===== src/hw/alse_map.svh =====
`ifndef ALSE_MAP_SVH
`define ALSE_MAP_SVH

// Clock rate and the blink and pulse times in their own units.
`define ALSE_CLK_HZ 10000000
`define ALSE_BLINK_HALF_MS 250
`define ALSE_PULSE_MS 1
`define ALSE_BLINK_CYC ((`ALSE_CLK_HZ / 1000) * `ALSE_BLINK_HALF_MS)
`define ALSE_PULSE_CYC ((`ALSE_CLK_HZ / 1000) * `ALSE_PULSE_MS)

// Controller register byte offsets on the Wishbone slave.
`define ALSE_OFF_CTRL 4'h0
`define ALSE_OFF_CMD 4'h4
`define ALSE_OFF_STAT 4'h8

// Control register fields.
`define ALSE_CTRL_REMOTE_ON 0
`define ALSE_CTRL_SERIAL 1
`define ALSE_CTRL_MATED 2
`define ALSE_CTRL_UNIT_LO 4
`define ALSE_CTRL_SHELF_LO 8
`define ALSE_CTRL_RESET 32'h0000_0004

// Command register fields, write one to act.
`define ALSE_CMD_CLEAR0 0
`define ALSE_CMD_CLEAR1 1

// Status register fields: fault, warn and present line levels as seen by the shelf, alerts inverted, seen flags.
`define ALSE_STAT_FAULT 0
`define ALSE_STAT_WARN 1
`define ALSE_STAT_PRESENT 2
`define ALSE_STAT_ALERT0 3
`define ALSE_STAT_ALERT1 4
`define ALSE_STAT_SEEN0 5
`define ALSE_STAT_SEEN1 6

`endif


===== src/hw/alse_pkg.sv =====
package alse_pkg;

    // Condition class, one-hot; the encoder sets its own priority, not this order.
    typedef enum logic [8:0] {
        ALSE_OK       = 9'h001,
        ALSE_THERM_AL = 9'h002,
        ALSE_SHUTDOWN = 9'h004,
        ALSE_AC_LIMIT = 9'h008,
        ALSE_AC_ABSENT = 9'h010,
        ALSE_OVL_SLOW = 9'h020,
        ALSE_OVL_HEAVY = 9'h040,
        ALSE_NONCAT   = 9'h080,
        ALSE_STANDBY  = 9'h100
    } alse_cond_t;

endpackage : alse_pkg


===== src/hw/alse_link_if.sv =====
`timescale 1ns/100ps
interface alse_link_if;
    // Shelf side straps and controls.
    logic remote_grounded;
    logic protocol_tied;
    logic hot_plug_interlock;
    logic [3:0] unit_address_strap;
    logic [3:0] shelf_address_strap;
    logic [1:0] fault_clear;
    logic [1:0] scl;
    logic [1:0] sda_host_out;
    logic [1:0] sda_host_oe;
    // Device side open-drain enables.
    logic [1:0] sda_dev_out;
    logic [1:0] sda_dev_oe;
    logic fault_oe;
    logic warn_oe;
    logic present_oe;
    logic [1:0] alert_oe;
    // Wire levels with the shelf pull-ups.
    logic fault_line;
    logic warn_line;
    logic present_line;
    logic [1:0] alert_line;
    logic [1:0] sda_line;

    assign fault_line = ~fault_oe;
    assign warn_line = ~warn_oe;
    assign present_line = ~present_oe;
    assign alert_line = ~alert_oe;
    assign sda_line = ~((sda_dev_oe & ~sda_dev_out)
        | (sda_host_oe & ~sda_host_out));

    modport dev (
        input remote_grounded, protocol_tied, hot_plug_interlock,
        input unit_address_strap, shelf_address_strap, fault_clear,
        input scl, sda_line,
        output sda_dev_out, sda_dev_oe, fault_oe, warn_oe, present_oe,
        output alert_oe
    );
    modport host (
        output remote_grounded, protocol_tied, hot_plug_interlock,
        output unit_address_strap, shelf_address_strap, fault_clear,
        output scl, sda_host_out, sda_host_oe,
        input sda_line, fault_line, warn_line, present_line, alert_line
    );
endinterface : alse_link_if


===== src/hw/alse_device.sv =====
// How it works
// - Thermal alarm: greens on, red blinks, lines high.
// - Shutdown faults: output-good off, red on, lines low.
// - Fan failure stops output only with thermal event.
// - Input out of limits: input-good blinks, lines high.
// - Input absent: LEDs off, fault high, warning low.
// - Slow overload pulses warning at 1 ms steps.
// - Slow overload blinks output-good; heavy overload faults.
// - Non-catastrophic fault: all LEDs on, fault low.
// - Faults without shutdown count as non-catastrophic.
// - Bus mode: output on only with remote grounded.
// - Module-present line held low while inserted.
// - Fault line high normally, low on failure.
// - Warning line high normally, low on low output.
// - One active-low alert per bus, no pull-ups.
// - Two buses, clock in, data two-way, no pull-ups; the device holds sda_dev_oe low, so it never drives data.
// - Open strap gives bus mode, tied gives serial.
// - Interlock pin gates operation during hot plug.
// - Bus mode captures unit and shelf address straps.
// - Alert releases on clear once event has gone.
//
// The Wishbone register port and the placing of the registers are this design's own decisions.
`timescale 1ns/100ps
`include "alse_map.svh"
module alse_device #(
    parameter int unsigned BLINK_CYC = `ALSE_BLINK_CYC,
    parameter int unsigned PULSE_CYC = `ALSE_PULSE_CYC
) (
    input wire logic sys_clk_in,
    input wire logic rst_in,
    alse_link_if.dev link,
    input wire logic thermal_alarm_in,
    input wire logic thermal_shutdown_in,
    input wire logic fan_fail_in,
    input wire logic fan_thermal_in,
    input wire logic fuse_blown_in,
    input wire logic boost_fail_in,
    input wire logic ov_latched_in,
    input wire logic ac_limit_in,
    input wire logic ac_absent_in,
    input wire logic overload_slow_in,
    input wire logic overload_heavy_in,
    input wire logic isolation_fail_in,
    input wire logic boost_unreg_in,
    input wire logic [1:0] alert_event_in,
    output logic input_good_led_out,
    output logic output_good_led_out,
    output logic fault_led_out,
    output logic main_output_on_out,
    output logic serial_mode_out,
    output logic [3:0] unit_address_out,
    output logic [3:0] shelf_address_out
);

    alse_pkg::alse_cond_t cond_nxt;
    alse_pkg::alse_cond_t cond_r;
    logic [22:0] blink_cnt_r;
    logic blink_r;
    logic [13:0] pulse_cnt_r;
    logic pulse_r;
    logic [1:0] alert_r;
    logic noncat;
    logic standby;

    // Counts one period and says when it has run out.
    function automatic logic period_done(input logic [22:0] cnt,
                                         input int unsigned limit);
        period_done = (cnt >= 23'(limit - 1));
    endfunction : period_done

    // A fan fault on its own keeps the output up and is reported only.
    // Isolation switch and boost regulation faults join it.
    assign noncat = (fan_fail_in & ~fan_thermal_in) | isolation_fail_in
        | boost_unreg_in;
    // Remote switch only matters in bus mode; interlock always gates.
    assign standby = ~link.hot_plug_interlock
        | (~serial_mode_out & ~link.remote_grounded);

    // Priority encoder: loss of input masks all else, then input out of limits, then shutdowns.
    always_comb begin
        if (ac_absent_in) begin
            cond_nxt = alse_pkg::ALSE_AC_ABSENT;
        end else if (ac_limit_in) begin
            cond_nxt = alse_pkg::ALSE_AC_LIMIT;
        end else if (thermal_shutdown_in | fan_thermal_in | fuse_blown_in
                     | boost_fail_in | ov_latched_in) begin
            cond_nxt = alse_pkg::ALSE_SHUTDOWN;
        end else if (overload_heavy_in) begin
            cond_nxt = alse_pkg::ALSE_SHUTDOWN;
        end else if (standby) begin
            cond_nxt = alse_pkg::ALSE_STANDBY;
        end else if (overload_slow_in) begin
            cond_nxt = alse_pkg::ALSE_OVL_SLOW;
        end else if (noncat) begin
            cond_nxt = alse_pkg::ALSE_NONCAT;
        end else if (thermal_alarm_in) begin
            cond_nxt = alse_pkg::ALSE_THERM_AL;
        end else begin
            cond_nxt = alse_pkg::ALSE_OK;
        end
    end

    // Condition register; one cycle of latency keeps outputs glitch free.
    always_ff @(posedge sys_clk_in or posedge rst_in) begin
        if (rst_in) begin
            cond_r <= alse_pkg::ALSE_STANDBY;
        end else begin
            cond_r <= cond_nxt;
        end
    end

    // Blink divider gives a slow toggle shared by every blinking LED.
    always_ff @(posedge sys_clk_in or posedge rst_in) begin
        if (rst_in) begin
            blink_cnt_r <= 23'h000000;
            blink_r <= 1'b0;
        end else if (period_done(blink_cnt_r, BLINK_CYC)) begin
            blink_cnt_r <= 23'h000000;
            blink_r <= ~blink_r;
        end else begin
            blink_cnt_r <= blink_cnt_r + 23'h000001;
        end
    end

    // Warning pulse toggles every period, restarted outside slow overload.
    always_ff @(posedge sys_clk_in or posedge rst_in) begin
        if (rst_in) begin
            pulse_cnt_r <= 14'h0000;
            pulse_r <= 1'b0;
        end else if (cond_r != alse_pkg::ALSE_OVL_SLOW) begin
            pulse_cnt_r <= 14'h0000;
            pulse_r <= 1'b0;
        end else if (period_done({9'h000, pulse_cnt_r}, PULSE_CYC)) begin
            pulse_cnt_r <= 14'h0000;
            pulse_r <= ~pulse_r;
        end else begin
            pulse_cnt_r <= pulse_cnt_r + 14'h0001;
        end
    end

    // LED and open-drain line decode from the registered condition.
    always_ff @(posedge sys_clk_in or posedge rst_in) begin
        if (rst_in) begin
            input_good_led_out <= 1'b0;
            output_good_led_out <= 1'b0;
            fault_led_out <= 1'b0;
            link.fault_oe <= 1'b0;
            link.warn_oe <= 1'b1;
            main_output_on_out <= 1'b0;
        end else begin
            unique case (cond_r)
                alse_pkg::ALSE_OK: begin
                    input_good_led_out <= 1'b1;
                    output_good_led_out <= 1'b1;
                    fault_led_out <= 1'b0;
                    link.fault_oe <= 1'b0;
                    link.warn_oe <= 1'b0;
                    main_output_on_out <= 1'b1;
                end
                alse_pkg::ALSE_THERM_AL: begin
                    input_good_led_out <= 1'b1;
                    output_good_led_out <= 1'b1;
                    fault_led_out <= blink_r;
                    link.fault_oe <= 1'b0;
                    link.warn_oe <= 1'b0;
                    main_output_on_out <= 1'b1;
                end
                alse_pkg::ALSE_SHUTDOWN: begin
                    input_good_led_out <= 1'b1;
                    output_good_led_out <= 1'b0;
                    fault_led_out <= 1'b1;
                    link.fault_oe <= 1'b1;
                    link.warn_oe <= 1'b1;
                    main_output_on_out <= 1'b0;
                end
                alse_pkg::ALSE_AC_LIMIT: begin
                    input_good_led_out <= blink_r;
                    output_good_led_out <= 1'b0;
                    fault_led_out <= 1'b0;
                    link.fault_oe <= 1'b0;
                    link.warn_oe <= 1'b0;
                    main_output_on_out <= 1'b0;
                end
                alse_pkg::ALSE_AC_ABSENT: begin
                    // Meaningful only while back-biased by shelf partners.
                    input_good_led_out <= 1'b0;
                    output_good_led_out <= 1'b0;
                    fault_led_out <= 1'b0;
                    link.fault_oe <= 1'b0;
                    link.warn_oe <= 1'b1;
                    main_output_on_out <= 1'b0;
                end
                alse_pkg::ALSE_OVL_SLOW: begin
                    input_good_led_out <= 1'b1;
                    output_good_led_out <= blink_r;
                    fault_led_out <= 1'b0;
                    link.fault_oe <= 1'b0;
                    link.warn_oe <= pulse_r;
                    main_output_on_out <= 1'b1;
                end
                alse_pkg::ALSE_NONCAT: begin
                    input_good_led_out <= 1'b1;
                    output_good_led_out <= 1'b1;
                    fault_led_out <= 1'b1;
                    link.fault_oe <= 1'b1;
                    link.warn_oe <= 1'b0;
                    main_output_on_out <= 1'b1;
                end
                alse_pkg::ALSE_STANDBY: begin
                    input_good_led_out <= 1'b1;
                    output_good_led_out <= 1'b0;
                    fault_led_out <= 1'b0;
                    link.fault_oe <= 1'b0;
                    link.warn_oe <= 1'b1;
                    main_output_on_out <= 1'b0;
                end
            endcase
        end
    end

    // Presence is a fixed low while the module sits in the shelf.
    always_ff @(posedge sys_clk_in or posedge rst_in) begin
        if (rst_in) begin
            link.present_oe <= 1'b1;
        end else begin
            link.present_oe <= 1'b1;
        end
    end

    // Straps follow the pins while unmated and freeze once the interlock
    // mates, so a live insertion cannot disturb the captured mode.
    always_ff @(posedge sys_clk_in or posedge rst_in) begin
        if (rst_in) begin
            serial_mode_out <= 1'b0;
            unit_address_out <= 4'h0;
            shelf_address_out <= 4'h0;
        end else if (!link.hot_plug_interlock) begin
            serial_mode_out <= link.protocol_tied;
            // Addresses only mean something in bus mode.
            if (link.protocol_tied) begin
                unit_address_out <= 4'h0;
                shelf_address_out <= 4'h0;
            end else begin
                unit_address_out <= link.unit_address_strap;
                shelf_address_out <= link.shelf_address_strap;
            end
        end
    end

    // Per-bus alerts; a new event wins over a clear in the same cycle.
    always_ff @(posedge sys_clk_in or posedge rst_in) begin
        if (rst_in) begin
            alert_r <= 2'h0;
        end else begin
            for (int b = 0; b < 2; b++) begin
                if (alert_event_in[b]) begin
                    alert_r[b] <= 1'b1;
                end else if (link.fault_clear[b]) begin
                    alert_r[b] <= 1'b0;
                end
            end
        end
    end

    // Alerts and data lines are pull-down only; the shelf pulls up.
    always_ff @(posedge sys_clk_in or posedge rst_in) begin
        if (rst_in) begin
            link.alert_oe <= 2'h0;
            link.sda_dev_out <= 2'h0;
            link.sda_dev_oe <= 2'h0;
        end else begin
            link.alert_oe <= alert_r;
            link.sda_dev_out <= 2'h0;
            link.sda_dev_oe <= 2'h0;
        end
    end

endmodule : alse_device


===== src/flat_wrapper.sv =====
// flat-port wrapper written by rule: the top's interface ports become plain ports
module alse_device_flat 
#(
    parameter int unsigned BLINK_CYC = `ALSE_BLINK_CYC,
    parameter int unsigned PULSE_CYC = `ALSE_PULSE_CYC
)
  (sys_clk_in, rst_in, thermal_alarm_in, thermal_shutdown_in, fan_fail_in, fan_thermal_in, fuse_blown_in, boost_fail_in, ov_latched_in, ac_limit_in, ac_absent_in, overload_slow_in, overload_heavy_in, isolation_fail_in, boost_unreg_in, alert_event_in, input_good_led_out, output_good_led_out, fault_led_out, main_output_on_out, serial_mode_out, unit_address_out, shelf_address_out, link_remote_grounded, link_protocol_tied, link_hot_plug_interlock, link_unit_address_strap, link_shelf_address_strap, link_fault_clear, link_scl, link_sda_dev_out, link_sda_dev_oe, link_fault_oe, link_warn_oe, link_present_oe, link_alert_oe);
  alse_link_if link_i ();
  input wire logic sys_clk_in;
  input wire logic rst_in;
  input wire logic thermal_alarm_in;
  input wire logic thermal_shutdown_in;
  input wire logic fan_fail_in;
  input wire logic fan_thermal_in;
  input wire logic fuse_blown_in;
  input wire logic boost_fail_in;
  input wire logic ov_latched_in;
  input wire logic ac_limit_in;
  input wire logic ac_absent_in;
  input wire logic overload_slow_in;
  input wire logic overload_heavy_in;
  input wire logic isolation_fail_in;
  input wire logic boost_unreg_in;
  input wire logic [1:0] alert_event_in;
  output logic input_good_led_out;
  output logic output_good_led_out;
  output logic fault_led_out;
  output logic main_output_on_out;
  output logic serial_mode_out;
  output logic [3:0] unit_address_out;
  output logic [3:0] shelf_address_out;
  input wire logic [$bits(link_i.remote_grounded)-1:0] link_remote_grounded;
  input wire logic [$bits(link_i.protocol_tied)-1:0] link_protocol_tied;
  input wire logic [$bits(link_i.hot_plug_interlock)-1:0] link_hot_plug_interlock;
  input wire logic [$bits(link_i.unit_address_strap)-1:0] link_unit_address_strap;
  input wire logic [$bits(link_i.shelf_address_strap)-1:0] link_shelf_address_strap;
  input wire logic [$bits(link_i.fault_clear)-1:0] link_fault_clear;
  input wire logic [$bits(link_i.scl)-1:0] link_scl;
  output wire logic [$bits(link_i.sda_dev_out)-1:0] link_sda_dev_out;
  output wire logic [$bits(link_i.sda_dev_oe)-1:0] link_sda_dev_oe;
  output wire logic [$bits(link_i.fault_oe)-1:0] link_fault_oe;
  output wire logic [$bits(link_i.warn_oe)-1:0] link_warn_oe;
  output wire logic [$bits(link_i.present_oe)-1:0] link_present_oe;
  output wire logic [$bits(link_i.alert_oe)-1:0] link_alert_oe;
  assign link_i.remote_grounded = link_remote_grounded;
  assign link_i.protocol_tied = link_protocol_tied;
  assign link_i.hot_plug_interlock = link_hot_plug_interlock;
  assign link_i.unit_address_strap = link_unit_address_strap;
  assign link_i.shelf_address_strap = link_shelf_address_strap;
  assign link_i.fault_clear = link_fault_clear;
  assign link_i.scl = link_scl;
  assign link_sda_dev_out = link_i.sda_dev_out;
  assign link_sda_dev_oe = link_i.sda_dev_oe;
  assign link_fault_oe = link_i.fault_oe;
  assign link_warn_oe = link_i.warn_oe;
  assign link_present_oe = link_i.present_oe;
  assign link_alert_oe = link_i.alert_oe;
  alse_device #(.BLINK_CYC(BLINK_CYC), .PULSE_CYC(PULSE_CYC)) u_core (.sys_clk_in(sys_clk_in), .rst_in(rst_in), .link(link_i), .thermal_alarm_in(thermal_alarm_in), .thermal_shutdown_in(thermal_shutdown_in), .fan_fail_in(fan_fail_in), .fan_thermal_in(fan_thermal_in), .fuse_blown_in(fuse_blown_in), .boost_fail_in(boost_fail_in), .ov_latched_in(ov_latched_in), .ac_limit_in(ac_limit_in), .ac_absent_in(ac_absent_in), .overload_slow_in(overload_slow_in), .overload_heavy_in(overload_heavy_in), .isolation_fail_in(isolation_fail_in), .boost_unreg_in(boost_unreg_in), .alert_event_in(alert_event_in), .input_good_led_out(input_good_led_out), .output_good_led_out(output_good_led_out), .fault_led_out(fault_led_out), .main_output_on_out(main_output_on_out), .serial_mode_out(serial_mode_out), .unit_address_out(unit_address_out), .shelf_address_out(shelf_address_out));
endmodule

===== config.mk =====
export PLATFORM = sky130hd
export DESIGN_NAME = alse_device_flat
export DESIGN_NICKNAME = d
export VERILOG_FILES = /design/src/hw/alse_pkg.sv /design/src/hw/alse_link_if.sv /design/src/hw/alse_device.sv /design/src/flat_wrapper.sv
export VERILOG_INCLUDE_DIRS = /design/src /design/src/hw
export SDC_FILE = /design/constraint.sdc
export NUM_CORES = 1
export LEC_CHECK = 0
export ABC_AREA = 1
export BUFFER_PORTS_ARGS = -buffer_cell sky130_fd_sc_hd__buf_2
export CELL_PAD_IN_SITES_DETAIL_PLACEMENT = 1
export CELL_PAD_IN_SITES_GLOBAL_PLACEMENT = 2
export CORE_MARGIN = 1.5
export CORE_UTILIZATION = 35
export CTS_BUF_LIST = sky130_fd_sc_hd__clkbuf_16
export DETAILED_ROUTE_END_ITERATION = 12
export GPL_TIMING_DRIVEN = 0
export PLACE_DENSITY_LB_ADDON = 0.08
export SYNTH_ARGS = -nofsm -noshare
export SYNTH_HDL_FRONTEND = slang
export SYNTH_SLANG_ARGS = --single-unit

===== constraint.sdc =====
create_clock -name sys_clk_in -period 4.2 [get_ports sys_clk_in]
set_input_delay 0.84 -clock sys_clk_in [delete_from_list [all_inputs] [get_ports sys_clk_in]]
set_output_delay 0.84 -clock sys_clk_in [all_outputs]
set_load 0.05 [all_outputs]

# After elaboration in Yosys (flattened, before gate mapping)
# Index checks and enable logic that the tools add are counted.
[op_classes] mux=25 order_cmp=2 n_eq_ne=9 addsub=2 bitwise=15 reduce_logical=12
[ops] operator="$mux 9" count=7
[ops] operator="$mux 14" count=2
[ops] operator="$add 23x1->23 const B" count=1
[ops] operator="$ge 23x22->1 const B" count=1
[ops] operator="$mux 23" count=1
[ops] operator="$add 14x1->14 const B" count=1
[ops] operator="$ge 14x14->1 const B" count=1
[ops] operator="$pmux 1 s3" count=4
[ops] operator="$reduce_or 4->1" count=3
[ops] operator="$reduce_or 6->1" count=2
[ops] operator="$eq 9x1->1 const B" count=1
[ops] operator="$eq 9x2->1 const B" count=1
[ops] operator="$eq 9x3->1 const B" count=1
[ops] operator="$eq 9x4->1 const B" count=1
[ops] operator="$eq 9x5->1 const B" count=1
[ops] operator="$eq 9x6->1 const B" count=1
[ops] operator="$eq 9x8->1 const B" count=1
[ops] operator="$eq 9x9->1 const B" count=1
[ops] operator="$ne 9x6->1 const B" count=1
[ops] operator="$mux 4" count=2
[ops] operator="$or 1x1->1" count=7
[ops] operator="$mux 1" count=6
[ops] operator="$not 1->1" count=6
[ops] operator="$reduce_bool 2->1" count=3
[ops] operator="other kinds (6)" count=9
[totals] register_bits=67 input_bits=32

# Logic depth before layout (Yosys ltp)
# Gate-level depths: netlist of run 1.
[logic_depth] ltp_word=11 mapped_depth=10

# Worst setup path before layout of run 1
# OpenSTA, ideal clock, no wires.
[synth_timing] kind="in2reg" from="input link_hot_plug_interlock" to="register u_core.shelf_address_out[0]" setup_time_ns=0.067 stages=3 arrival_time_ns=1.546 path_buffers=1 slack_ns=2.587 cell_sequence="clkbuf_1 > nor2_1 > a22o_1"
[synth_lines] element="from (decl)" line="flat_wrapper.sv:34" source="input wire logic [$bits(link_i.hot_plug_interlock)-1:0] link_hot_plug_interlock;"
[synth_lines] element="to (signal assigned)" line="alse_device.sv:245" source="shelf_address_out <= link.shelf_address_strap;"
[synth_lines] element="to (decl)" line="alse_device.sv:52" source="output logic [3:0] shelf_address_out"

# Worst setup path after layout of run 1
[layout_timing] from="register u_core.link.warn_oe" to="output link_warn_oe"
[layout_lines] element="from (decl)" line="alse_link_if.sv:38" source="output sda_dev_out, sda_dev_oe, fault_oe, warn_oe, present_oe,"
[layout_lines] element="from (signal assigned)" line="alse_device.sv:198" source="link.warn_oe <= pulse_r;"
[layout_lines] element="to (decl)" line="flat_wrapper.sv:42" source="output wire logic [$bits(link_i.warn_oe)-1:0] link_warn_oe;"
# No word-level cell between the ends.

==> results of run 1 <==
final timing paths:
path	startpoint	end	slack, ps	cells past startpoint
setup / recovery	u_core.link.warn_oe$_DFF_PP1_	link_warn_oe	2270	1
max in group asynchronous	rst_in	u_core.pulse_cnt_r[3]$_DFF_PP0_	3000	2
setup reg to reg	u_core.blink_cnt_r[0]$_DFF_PP0_	u_core.blink_cnt_r[14]$_DFF_PP0_	2460	7
hold / removal	u_core.alert_r[0]$_DFFE_PP0P_	u_core.link.alert_oe[0]$_DFF_PP0_	380	0
min in group asynchronous	rst_in	u_core.unit_address_out[0]$_DFFE_PP0N_	670	2
hold reg to reg	u_core.alert_r[0]$_DFFE_PP0P_	u_core.link.alert_oe[0]$_DFF_PP0_	380	0
state kept, by name (all words and copies together) (netlist names), 2 cells and up:
name	cells
u_core.shelf_address_out	4
u_core.link.alert_oe	2
u_core.unit_address_out	4
u_core.blink_cnt_r	23
u_core.cond_r	8
u_core.alert_r	2
u_core.pulse_cnt_r	14
power groups by stage:
stage	Combinational [mW]	Sequential [mW]	Clock, mW
3_5_place_dp	0.158	0.682	0
3_3_place_gp	0.156	0.682	0
6_report	0.155	0.671	0.862
5_1_grt	0.169	0.674	0.907
2_1_floorplan	0.0605	0.734	0
4_1_cts	0.158	0.671	0.884
layer usage:
| layer | vias up | wire length (um) | share of wire | global-route usage |
|---|---|---|---|---|
| li1 | 1498 | - | - | - |
| met1 | 1370 | 3960 | 0.49 | 0.239 |
| met2 | 66 | 3710 | 0.46 | 0.274 |
| met3 | 11 | 324 | 0.040 | 0.0442 |
| met4 | 0 | 85 | 0.011 | 0.0609 |
| met5 | - | 0 | 0 | 0 |
placed cells by master (no fill, tap or decap):
cell type	instances
inv_2	2
bufinv_16	3
clkbuf_16	9
nor2_2	12
nor2_4	1
o21ai_0	12
o2111ai_1	1
dfrtp_1	64
nor3_1	11
nand3b_1	2
clkinv_4	1
inv_4	1
nand2_1	94
buf_4	5
nor3_2	1
a21oi_1	4
clkbuf_1	1
conb_1	6
nand3_2	1
a22o_1	8
o21bai_1	3
clkinv_1	1
nand2_2	2
xnor2_1	2
nand3_1	31
nand4_1	5
inv_1	54
a211oi_1	1
or2_2	1
dfstp_2	2
clkinvlp_4	2
ha_1	2
nor2_1	102
buf_6	2
xor2_1	14
buf_2	46
cell families (layout without fill, tap and decap cells):
logic type	Yosys count	after routing	share of synthesized area
AOI/OAI and AO/OA	29	29	0.0554
xor gates and xnor gates	16	16	0.0411
adders and majority gates	2	2	0.00734
buffers and inverters	65	127	0.0814
DFF	66	66	0.485
other	2	6	0.00220
and+or+nand+nor	263	263	0.328
layout make-up:
type	count	share of cell area
flip-flops and latches	66	0.397
multi-input cells	316	0.359
repair buffers	46	0.0553
clock buffers	9	0.0541
inverters	57	0.0520
well taps	129	0.0388
clock inverters	7	0.0283
plain buffers	8	0.0153
stage by stage:
step            util  hold slack (ps)  total power, mW
3_5_place_dp   0.410              365            0.840
5_1_grt        0.446              390             1.75
6_report       0.446              380             1.69
3_3_place_gp   0.409              360            0.837
4_1_cts        0.446              380             1.71
2_1_floorplan      -              354            0.795
==> impl_results.md, run 1 <==
* Synth Cell Area at 0.00341 mm^2
* Pint at between 1 and 1.5 mW
* Setup Crit Path Kind: reg2out
* Post-cts sizing count at 0
* Port-buffer cells at between 40 and 50
* Required time worst endpoint at 3360 ps
* Residual DRC count at 0
* Share of cells above drive strength 1 at 0.179
* Post-synth top cells: 102 x nor2_1, 94 x nand2_1, 64 x dfrtp_1, 55 x inv_1, 31 x nand3_1
* Placed instance area at 0.00382 mm^2
* Mapped Avg Cell Area at 7.70 um^2
* Power density over the cells at 406 mW/mm^2
* Crit path DAT at approximately 1100 ps
* Top delay family on crit path: flip-flops
* Worst Setup End Kind: primary output
* Setup-failing EPs final at 0
* Final Slew Violations at 0
* Sequential share of power at 0.398
* Primary FF master, synth: dfrtp_1
* Dpl ws at 2280 ps
* ANT cells at 0
* First-pass GRT wire length at between 10000 and 15000 um
* Largest cells by area after synthesis: dfrtp_1 47%, nor2_1 11%, nand2_1 10%
* Core Area at 0.00933 mm^2
* Fill count at 1189
* Reg clk slew, reported paths at 60 ps
* Placer Congestion at approximately 0.78
* Initial antenna violation count at 0
* Vias in the first global route at 2999
* Ordered cell list for the critical path: buf_2
* GR Overflow Total at 0
* Area grow syn2layout at 22.0%
* Net Sw Frac at 0.243
* Seq/Total Area, Yosys at 0.485
* Run status: completed
* Detailed-router iteration count before antenna repair at 5
* CTS root buf: clkbuf_16
* Max Fanout on Critical Path at 1
* Fmax at 518 MHz
* H-tree depth at 3
* Cells after synthesis at 443
* Min cycle time layout at 1930 ps
* Max Cap Violations at 0
* Setup Skew at about 9 ps
* Count leader, synth: nor2_1
* Register area at 0.00165 mm^2
* Starting Density at 0.366
* Post-synth EDFFs at 0
* CTS tree: built
* Hold buffers post-CTS at 0
* Comb power frac at 0.092
* Largest net degree at the start of global routing at 67
* Worst path max stage delay at 510 ps
* Number of top-level pins at 54
* Async set-or-reset flop fraction in the synthesized netlist at 1.00
* Top cell type's share of synthesized area at 0.470
* Fin. Hold Viols at 0
* Worst Tran Pin Value at 805 ps
* NetSw at 0.409 mW
* Clock Sinks at 66
* Area of the multi-input gates at 0.00149 mm^2
* Vias/cell at 4.62
* Die X-Extent at 102 um
* Via Count at 2945
* Worst Setup Slack, final at 2270 ps
* Final Non-Filler Cells at 638
* Inst Count DP at a little over 600
* Clock buffer depth at 2
* Yosys top cell by area: dfrtp_1
* Fin area at 0.00416 mm^2
* Leakage power at between 1.5 and 2 nW
* Iteration-0 DRC count of the detailed router at 95
* Worst rel slew slack at 0.463
* Hold Crit Class: reg2reg
* Distinct cells, synth at 29
* Worst path slowest cell: dfstp_2
* Clock network power share at 0.510
* # rows at 35
* DP HPWL at slightly below 6000 um
* FF+latch count, synth at 66
* Post-CTS setup buffers at 0
* CTS Buf Count at 9
* Ys Warns at 0
* Die area at between 0.01 and 0.015 mm^2
* Final Cycle Share at 0.460
* Post-route ant nets at 0
* Wire per inst at 12.7 um
* Nets at 538
* Die H at 102 um
* CP Launch Type: register
* VDD IR max at roughly 0.00020 V
* Sum Neg Setup Slack at 0 ps
* RSZ-0062 raised after global routing: no
* Final WL at about 8000 um
* All-Layer GR Usage at 0.176
* Worst skew pair latency at 330 ps
* Critical path buffers and inverters at 1
No activity file was read; power rests on OpenSTA's default activity.
==> run 2, diff against run 1 <==
--- a/config.mk
+++ b/config.mk
@@ -11,7 +11,7 @@
 export CELL_PAD_IN_SITES_DETAIL_PLACEMENT = 1
 export CELL_PAD_IN_SITES_GLOBAL_PLACEMENT = 2
 export CORE_MARGIN = 1.5
-export CORE_UTILIZATION = 35
+export CORE_UTILIZATION = 29
 export CTS_BUF_LIST = sky130_fd_sc_hd__clkbuf_16
 export DETAILED_ROUTE_END_ITERATION = 12
 export GPL_TIMING_DRIVEN = 0
==> constraint.sdc (replaced) <==
create_clock -name sys_clk_in -period 1.7 [get_ports sys_clk_in]
set_input_delay 0.34 -clock sys_clk_in [delete_from_list [all_inputs] [get_ports sys_clk_in]]
set_output_delay 0.34 -clock sys_clk_in [all_outputs]
set_load 0.05 [all_outputs]
==> run 2 against run 1 <==
Cell count rose by 2.7%. Setup slack lost 2100 ps. Sequential power increased by 150%. Clock power is 97% higher. Global-route usage is 3.2 points lower. Sequential share of layout area shrank 0.13 points. Highest routed layer unchanged.
==> impl_results.md, run 2 (synthesis gave the netlist of run 1 again) <==
* Run status: completed
* Starting Density at 0.297 (-0.0682)
* Residual DRC count at 0 (unchanged)
* Commonest cells after routing, fill and taps aside: 98 x nor2_1, 92 x nand2_1, 62 x dfrtp_1
* Die area at 0.0124 mm^2 (+20%)
* Most common cell after layout, fill and taps aside: nor2_1
* Via Count at 2880 (-2.2%)
* Area of the multi-input gates at 0.00153 mm^2 (+2.2%)
* Worst Setup Slack, final at 136 ps (-2130 ps)
* Largest Register: u_core.blink_cnt_r
* ANT cells at 0 (unchanged)
* CP dominant cell by count: nor2_1
* Die H at 111 um (+9.6%)
* Register area at 0.00166 mm^2 (+0.15%)
* Core Area at 0.0115 mm^2 (+23%)
* Share of cells above drive strength 1 at 0.205 (+0.0263)
* All-Layer GR Usage at 0.144 (-0.0323)
* Clock Sinks at 66 (unchanged)
* Max Cap Violations at 0 (unchanged)
* Worst hold slack at 122 ps (-258 ps)
* Worst path slowest cell: dfrtp_1
* Overall Power at 3.75 mW (+120%)
* Vias/cell at 4.40 (-4.7%)
* Fmax at roughly 640 MHz
* Final Slew Violations at 0 (unchanged)
* Top delay family on crit path: simple AND/OR/NAND/NOR gates
* Iteration-0 DRC count of the detailed router at 107 (+13%)
* Max Fanout on Critical Path at 6 (+5)
* Setup Skew at 10.5 ps (+1.64 ps)
* Worst path max stage delay at 370 ps (-140 ps)
* H-tree depth at 3 (unchanged)
* First-pass GRT wire length at 14100 um (+0.44%)
* Worst skew pair latency at 340 ps (about the same)
* Worst reg-to-reg path cell count at 6 (-1)
* CTS Buf Count at 9 (unchanged)
* Die X-Extent at 111 um (+9.6%)
* R2R setup slack at 140 ps (-2320 ps)
* Min cycle time layout at 1560 ps
* Clock buffer depth at 2 (unchanged)
* Detailed-router iteration count before antenna repair at 4 (-1)
* Leakage power at 1.95 nW (-0.96%)
* CTS root buf: clkbuf_16
* Crit path DAT at 1780 ps (+690 ps)
* Initial antenna violation count at 0 (unchanged)
* Max reg flops at 23 (unchanged)
* Power density over the cells at 898 mW/mm^2 (+120%)
* # rows at 39 (+11%)
* Crit path launch: u_core.blink_cnt_r[3]$_DFF_PP0_
* CP Launch Type: register
* Reg clk slew, reported paths at 60 ps (about the same)
* CTS tree: built
* Nets at 541 (+0.56%)
* Largest regs: u_core.blink_cnt_r (23), u_core.pulse_cnt_r (14), u_core.cond_r (8)
* Final Cycle Share at 0.920
* Post-route ant nets at 0 (unchanged)
* DP HPWL at 6380 um (+6.9%)
* Placer Congestion at 0.787 (+0.69%)
* Vias in the first global route at 3010 (+0.37%)
* Ordered cell list for the critical path: nand2_1 > nor2_1 > nand3_1 > nor2_2 > xor2_1 > nor2_1
* Setup Crit Path Kind: reg2reg
* VDD IR max at 0.000486 V (+140%)
* Area grow syn2layout at 22.6%
* Final WL at 8260 um (+2.2%)
* Worst Setup End Kind: register
* Critical path buffers and inverters at 0 (-1)
* Fin. Hold Viols at 0 (unchanged)
* CP Capture Point: u_core.blink_cnt_r[13]$_DFF_PP0_
* Setup-failing EPs final at 0 (unchanged)
* Number of top-level pins at 54 (unchanged)
* Fill count at 1416 (+19%)
* Worst Tran Pin Value at 747 ps (-57.8 ps)
* CP Depth at 6 (+5)
* Wire per inst at 12.6 um (-0.45%)
* Hold Crit Class: in2async
* Required time worst endpoint at 1920 ps (-1440 ps)
* Worst R2R End: u_core.blink_cnt_r[13]$_DFF_PP0_
* Largest net degree at the start of global routing at 35 (-48%)
* Worst rel slew slack at 0.501 (+0.0375)
* GR Overflow Total at 0 (unchanged)
* Dpl ws at 21.4 ps (-2260 ps)
* Port-buffer cells at 46 (unchanged)
* Reg2Reg Launch Point: u_core.blink_cnt_r[3]$_DFF_PP0_
-- run 2: changes by cell type in the layout (fill, tap and decap cells not counted), sizes merged --
cell / delta
buf: +3
bufinv: -3
clkinv: +3
clkinvlp: +1
inv: -1
-- run 2: power by group --
part           internal (mW)  switching, mW
Sequential              1.63         0.0313
Combinational          0.108          0.284
Clock                  0.980          0.724
Total                   2.72           1.04
-- run 2: how the worst min path moves through the flow --
stage / from / slack, ps / to
after floorplan: u_core.alert_r[0]$_DFFE_PP0P_ / 350 / u_core.link.alert_oe[0]$_DFF_PP0_
after global placement: u_core.alert_r[0]$_DFFE_PP0P_ / 360 / u_core.link.alert_oe[0]$_DFF_PP0_
after detailed placement: u_core.alert_r[1]$_DFFE_PP0P_ / 360 / u_core.link.alert_oe[1]$_DFF_PP0_
after CTS: rst_in / 140 / u_core.shelf_address_out[1]$_DFFE_PP0N_
after global routing: ac_absent_in / 140 / u_core.cond_r[4]$_DFF_PP0_
final: rst_in / 120 / u_core.shelf_address_out[1]$_DFFE_PP0N_
-- run 2: cell type report --
type                       count  area share
inverter                      57      0.0526
clock inverter                 7      0.0111
timing repair buffer          49      0.0634
clock buffer                   9      0.0538
multi-input combinational    316       0.365
tap                          143      0.0428
sequential                    66       0.396
buffer                         8      0.0153
-- run 2: routing by layer --
layer	vias to the layer above	wire length, um	GRT usage	share of wire
met3	10	375	0.0425	0.045
met2	55	3760	0.232	0.45
li1	1499	-	-	-
met1	1316	4000	0.185	0.48
met5	-	0	0	0
met4	0	124	0.0506	0.015
-- run 2: repair_timing --
action | CTS | global route
buffers inserted | 0 | 2
resized for setup | 0 | 14
setup endpoints to repair | 0 | 32
endpoints found under the hold margin | 0 | 0
hold buffers | 0 | 0
-- run 2: stage by stage --
stage	instance area (um^2)	TNS, ps	util	instances
after CTS	4130	0	0.360	653
after global placement	3840	0	0.335	636
after detailed placement	3860	0	0.336	637
after global routing	4180	-10.3	0.365	655
final	4180	0	0.365	655
after floorplan	3430	0	-	447
